### src/verilog/btsf_pkg.sv
/*
  Package for the block-transfer status flag bank: register offsets,
  field positions, reset values and the event carrier struct.
  Assumes a 32-bit APB master and one 10 MHz clock.
*/
`default_nettype none
package btsf_pkg;
  // ************************************************************
  // Register map
  // ************************************************************
  localparam logic [7:0] BTSF_STATUS_OFS = 8'h00;
  localparam logic [7:0] BTSF_ENABLE_OFS = 8'h04;
  localparam logic [7:0] BTSF_RESET_8 = 8'h00;
  localparam logic [31:0] BTSF_RDATA_RST = 32'h0000_0000;
  // ************************************************************
  // Status field positions
  // ************************************************************
  localparam int BTSF_FIFO_REQ_BIT = 4;
  localparam int BTSF_HOST_RD_BIT = 3;
  localparam int BTSF_RSVD_LO = 5;
  localparam int BTSF_RSVD_HI = 7;
  // ************************************************************
  // Enable field positions
  // ************************************************************
  localparam int BTSF_EN_COMMON_BIT = 0;
  localparam int BTSF_EN_FIFO_BIT = 1;
  localparam int BTSF_EN_HOST_BIT = 2;
  localparam logic [2:0] BTSF_EN_MASK = 3'h7;
  // Host side events, one-cycle pulses
  typedef struct packed {
    logic fifo_full_write;
    logic host_byte_read;
  } btsf_event_t;
endpackage
`default_nettype wire

### src/verilog/btsf_top.sv
/*
  Block-transfer status flags, upper bits: fifo read request and host
  byte read flags, reserved bits, enables and the slave buffer
  interrupt request. Assumes an APB master and host events on mclk.
*/
// How it works
// Software keeps the three reserved status bits 7 to 5 at zero.
// A host write into a full FIFO sets the fifo read request flag.
// Fifo flag plus common and fifo enables request the interrupt.
// Firmware drains the FIFO before clearing the fifo flag.
// A flag clears only on a zero write after reading it as one.
// Each host byte read sets the host byte read flag in bit 3.
// Host flag plus common and host enables request the interrupt.
// Writing one to a flag bit leaves it unchanged.
// Flags reset to zero, hold until cleared, and set beats clear.
`default_nettype none
module btsf_top (
  // Clock and reset
  input wire logic mclk,
  input wire logic rst,
  // APB slave
  input wire logic psel,
  input wire logic penable,
  input wire logic pwrite,
  input wire logic [7:0] paddr,
  input wire logic [31:0] pwdata,
  output logic [31:0] prdata,
  output logic pready,
  output logic pslverr,
  // Host events
  input wire btsf_pkg::btsf_event_t host_evt,
  // Interrupt request
  output logic slave_buffer_irq
);
  import btsf_pkg::*;

  // ************************************************************
  // Bus decode
  // ************************************************************
  logic acc, first_acc, rd_acc, wr_acc, hit_status, hit_enable;
  logic fifo_flag, host_flag;
  logic [2:0] rsvd_reg, rsvd_next;
  logic [2:0] en_reg, en_next;
  logic [31:0] prdata_reg, prdata_next;
  logic pslverr_reg, pslverr_next;
  logic irq_reg, irq_next;
  logic pready_reg, pready_next;

  function automatic logic addr_is(input logic [7:0] a,
                                   input logic [7:0] ofs);
    return a == ofs;
  endfunction

  // One wait state: the first access cycle builds the answer in
  // flops, the second shows it with pready high. Read data and
  // flag arming share one edge, so firmware is never armed on a
  // value it did not see.
  assign acc = psel && penable;
  assign first_acc = acc && !pready_reg;
  assign rd_acc = first_acc && !pwrite;
  // Writes land only at the completing edge
  assign wr_acc = acc && pready_reg && pwrite;
  assign hit_status = addr_is(paddr, BTSF_STATUS_OFS);
  assign hit_enable = addr_is(paddr, BTSF_ENABLE_OFS);

  // ************************************************************
  // Flags
  // ************************************************************
  btsf_flag u_fifo_flag (
    .mclk(mclk),
    .rst(rst),
    .set_evt(host_evt.fifo_full_write),
    .rd_strobe(rd_acc && hit_status),
    .wr_strobe(wr_acc && hit_status),
    .wr_bit(pwdata[BTSF_FIFO_REQ_BIT]),
    .flag(fifo_flag)
  );

  btsf_flag u_host_flag (
    .mclk(mclk),
    .rst(rst),
    .set_evt(host_evt.host_byte_read),
    .rd_strobe(rd_acc && hit_status),
    .wr_strobe(wr_acc && hit_status),
    .wr_bit(pwdata[BTSF_HOST_RD_BIT]),
    .flag(host_flag)
  );

  // ************************************************************
  // Registers and read data
  // ************************************************************
  always_comb begin
    rsvd_next = rsvd_reg;
    en_next = en_reg;
    prdata_next = BTSF_RDATA_RST;
    pslverr_next = 1'b0;
    pready_next = first_acc;
    // Answer built in the first access cycle
    if (first_acc) begin
      if (hit_status) begin
        pslverr_next = 1'b0;
      end else if (hit_enable) begin
        pslverr_next = 1'b0;
      end else begin
        pslverr_next = 1'b1;
      end
    end
    if (wr_acc) begin
      if (hit_status) begin
        // Plain storage, no function
        rsvd_next = pwdata[BTSF_RSVD_HI:BTSF_RSVD_LO];
      end else if (hit_enable) begin
        en_next = pwdata[2:0] & BTSF_EN_MASK;
      end
    end
    if (rd_acc) begin
      if (hit_status) begin
        prdata_next[BTSF_RSVD_HI:BTSF_RSVD_LO] = rsvd_reg;
        prdata_next[BTSF_FIFO_REQ_BIT] = fifo_flag;
        prdata_next[BTSF_HOST_RD_BIT] = host_flag;
      end else if (hit_enable) begin
        prdata_next[2:0] = en_reg;
      end
    end
    irq_next = en_reg[BTSF_EN_COMMON_BIT] &&
      ((fifo_flag && en_reg[BTSF_EN_FIFO_BIT]) ||
       (host_flag && en_reg[BTSF_EN_HOST_BIT]));
  end

  // Read data and pslverr stand only in the completing cycle,
  // together with pready, then return to zero.
  always_ff @(posedge mclk or posedge rst) begin
    if (rst) begin
      rsvd_reg <= BTSF_RESET_8[2:0];
      en_reg <= BTSF_RESET_8[2:0];
      prdata_reg <= BTSF_RDATA_RST;
      pslverr_reg <= 1'b0;
      irq_reg <= 1'b0;
      pready_reg <= 1'b0;
    end else begin
      rsvd_reg <= rsvd_next;
      en_reg <= en_next;
      prdata_reg <= prdata_next;
      pslverr_reg <= pslverr_next;
      irq_reg <= irq_next;
      pready_reg <= pready_next;
    end
  end

  // ************************************************************
  // Outputs
  // ************************************************************
  assign prdata = prdata_reg;
  assign pready = pready_reg;
  assign pslverr = pslverr_reg;
  assign slave_buffer_irq = irq_reg;
endmodule
`default_nettype wire

### src/verilog/btsf_flag.sv
/*
  One sticky status flag with read-armed clear.
  Assumes set pulses and bus strobes are on mclk.
*/
`default_nettype none
module btsf_flag (
  // Clock and reset
  input wire logic mclk,
  input wire logic rst,
  // Events
  input wire logic set_evt,
  input wire logic rd_strobe,
  input wire logic wr_strobe,
  input wire logic wr_bit,
  // State
  output logic flag
);
  logic flag_reg, flag_next;
  logic armed_reg, armed_next;

  always_comb begin
    flag_next = flag_reg;
    armed_next = armed_reg;
    if (rd_strobe) begin
      armed_next = flag_reg;
    end
    if (wr_strobe) begin
      if (!wr_bit && armed_reg) begin
        flag_next = 1'b0;
      end
      armed_next = 1'b0;
    end
    // Set wins over clear
    if (set_evt) begin
      flag_next = 1'b1;
    end
  end

  always_ff @(posedge mclk or posedge rst) begin
    if (rst) begin
      flag_reg <= 1'b0;
      armed_reg <= 1'b0;
    end else begin
      flag_reg <= flag_next;
      armed_reg <= armed_next;
    end
  end

  assign flag = flag_reg;
endmodule
`default_nettype wire

### config.mk
export PLATFORM = sky130hd
export DESIGN_NAME = btsf_top
export DESIGN_NICKNAME = d
export VERILOG_FILES = /design/src/verilog/btsf_pkg.sv /design/src/verilog/btsf_top.sv /design/src/verilog/btsf_flag.sv
export SDC_FILE = /design/constraint.sdc
export NUM_CORES = 1
export LEC_CHECK = 0
export ABC_AREA = 1
export BUFFER_PORTS_ARGS = -buffer_cell sky130_fd_sc_hd__buf_2
export CAP_MARGIN = 15
export CORE_UTILIZATION = 40
export CTS_CLUSTER_DIAMETER = 120
export DETAILED_ROUTE_END_ITERATION = 10
export MAX_ROUTING_LAYER = met4
export PLACE_DENSITY = 0.88
export SYNTH_ARGS = -nofsm -noshare
export SYNTH_HDL_FRONTEND = slang
export SYNTH_SLANG_ARGS = --single-unit
### constraint.sdc
create_clock -name mclk -period 1.4 [get_ports mclk]
set_input_delay 0.42 -clock mclk [delete_from_list [all_inputs] [get_ports mclk]]
set_output_delay 0.42 -clock mclk [all_outputs]
set_load 0.01 [all_outputs]
==> impl_results.md <==
* GP Congestion at 0.747
* EDFF count, synth at 0
* Outcome: complete, no violations
* Via count at 831
* Core footprint at 0.00276 mm²
* WP data arrival at 890 ps
* First-pass DRT Iterations at 4
* DRT antenna net count at 0
* Cell Area, Synth at 0.00116 mm²
* Final Setup Violations at 0
* GRT Util Overall at 12.6%
* Initial core utilization at 42.0%
* Syn-to-layout area delta at 14.0%
* Library cells used by synthesis at 19
* Post-route clock period utilization at between 90% and 100%
* Clock Pin Slew Worst Setup and Hold Paths at 110 ps
* Critical path fanouts, max at 4
* Maximum capacitance violations at 0
* Wire per inst at 8.51 µm
* DRC at 0
* Achievable frequency at 762 MHz
* Max incr delay on CP at 440 ps
* Cts hold-fix bufs at 0
* Clk_lat worst skew at 300 ps
* Inserted Diodes at 0
* Combinational share of power at 11.2%
* Post_cts resized at 0
* Final #Nets at ~220
* Initial antenna violation count at 0
* CP startpoint: pready
* Unrepaired setup endpoints after global routing: false
* Leak pwr at 0.000821 µW
* Maximum clock path buffer count at 2
* Post-synth top cells: 28 x nand2_1, 25 x buf_4, 24 x inv_1
* CP bufs+invs at 1
* Register area share after synthesis at 45.4%
* Vias in the first global route at 712
* Clock Sink Count at 21
* Sequential share of power at 61.0%
* TNS Setup at 0 ps
* Main flop type after synthesis: dfrtp_1
* Synth Register Bits at 21
* Most frequent cell after synthesis: nand2_1
* Final hold vios at 0
* Yosys top cell area share at 45.4%
* Reg-to-Reg Start: pready
* Setup slack, reg-to-reg at 280 ps
* Top Ports at slightly above 80
* Site Rows at 19
* Die area at 0.00312 mm²
* Asr flop ratio synth at 100%
* P_sw at 247 µW
* CTS tree: built
* Slowest cell on the critical path: dfrtp_1
* Clock power frac at 27.8%
* YS warnings at 0
* Cells after synthesis at 136
* Kind of critical path: reg -> out
* Critical path startpoint category: register
* Chip Height at 55.8 µm
* Pwr Density at between 700 and 800 mW/mm²
* Hold slack at 119 ps
* Global route overflow at 0
* Worst path required time at 980 ps
* Max VDD drop at 0.000450 V
* CP cell instances: buf_2
* Largest net degree at the start of global routing at 22
* Top post-synthesis cells by area: dfrtp_1 45%, buf_4 16%, nand2_1 9.1%
* Synth area leader: dfrtp_1
* Clock Root Buffer: clkbuf_4
* DP HPWL at 1.44 mm
* Num CTS Buffers at 3
* Critical path endpoint: pready
* Post-route minimum period at 1310 ps
* Clock Skews at approximately 5 ps
* Vias/cell at 4.01
* Fin. max-slew vios at 0
* CP endpoint kind: primary output
* DRT Wirelength at 1.76 mm
* Layout cells sized above 1 at approximately 34%
* Die Width at 55.8 µm
* Internal power at ~760 µW
* Number of post-CTS setup repair buffers at 0
* Worst hold-check path type: in -> async
* Fin util at 47.9%
* RR Endpoint: en_reg[0]
* Max reg flops at 8
* Switching share of power at 24.5%
* Overall Power at between 1000 and 1500 µW
* Fill count at 260
* Port Buffers at 33
* H-tree depth at 1
* CP Depth at 1
* Global-route wire length before repair at about 2.9 mm
* Initial DRC count at 21
* Crit-path leading delay family: flip-flops
* Reg2Reg Depth at 7
* Avg Cell Area, Syn at 8.52 µm²
==> power by group through the flow <==
stage	Combinational, µW	Sequential (µW)	Clock, µW
6_report	113	615	280
5_1_grt	129	616	325
4_1_cts	114	615	292
3_5_place_dp	113	627	0
3_3_place_gp	110	627	0
2_1_floorplan	113	628	0
==> placed cells by master (no fill, tap or decap), drive strengths merged <==
| master | n |
|---|---|
| a21oi | 1 |
| buf | 39 |
| clkbuf | 4 |
| conb | 24 |
| dfrtp | 21 |
| inv | 24 |
| nand2 | 31 |
| nand3 | 12 |
| nor2 | 13 |
| nor3 | 5 |
| o21ai | 1 |
| or2 | 1 |
==> final cells by class <==
cell class              count  area, µm²  share of cell area (%)
clock buffers               4       26.3                    1.99
inverters                  24       90.1                    6.82
multi-input cells          88        430                    32.6
flip-flops and latches     21        526                    39.8
well taps                  31       38.8                    2.94
repair buffers             39        210                    15.9
==> cells by family (layout without fill, tap and decap cells) <==
group	after synthesis	count (layout)	share of synthesized area, %
buffers and inverters	50	67	24.9
AOI/OAI and AO/OA	2	2	0.863
other	1	24	0.324
and+or+nand+nor	62	62	28.5
DFF	21	21	45.4
==> worst min-delay path by stage <==
stage,startpoint,to,slack [ps],cells past startpoint
after floorplan,rst,en_reg[0],400,1
after global placement,rst,prdata[7],450,3
after detailed placement,rst,prdata[6],460,3
after CTS,rst,prdata[6],130,3
after global routing,rst,prdata[6],150,3
final,rst,prdata[7],120,3
==> layer usage <==
layer	routed length (µm)	vias to the layer above	global-route usage [%]
met5	0	-	-
met4	48	0	8.36
met3	79	5	1.40
met2	909	34	21.9
met1	723	355	13.5
li1	-	437	-
==> through the flow <==
step	cells	setup slack, ps	area [µm²]
after floorplan	159	296	1240
after global placement	203	71.2	1290
after detailed placement	203	22.6	1290
after CTS	207	75.7	1320
after global routing	207	28.0	1320
final	207	88.3	1320
(Power assumes the default switching activity.)
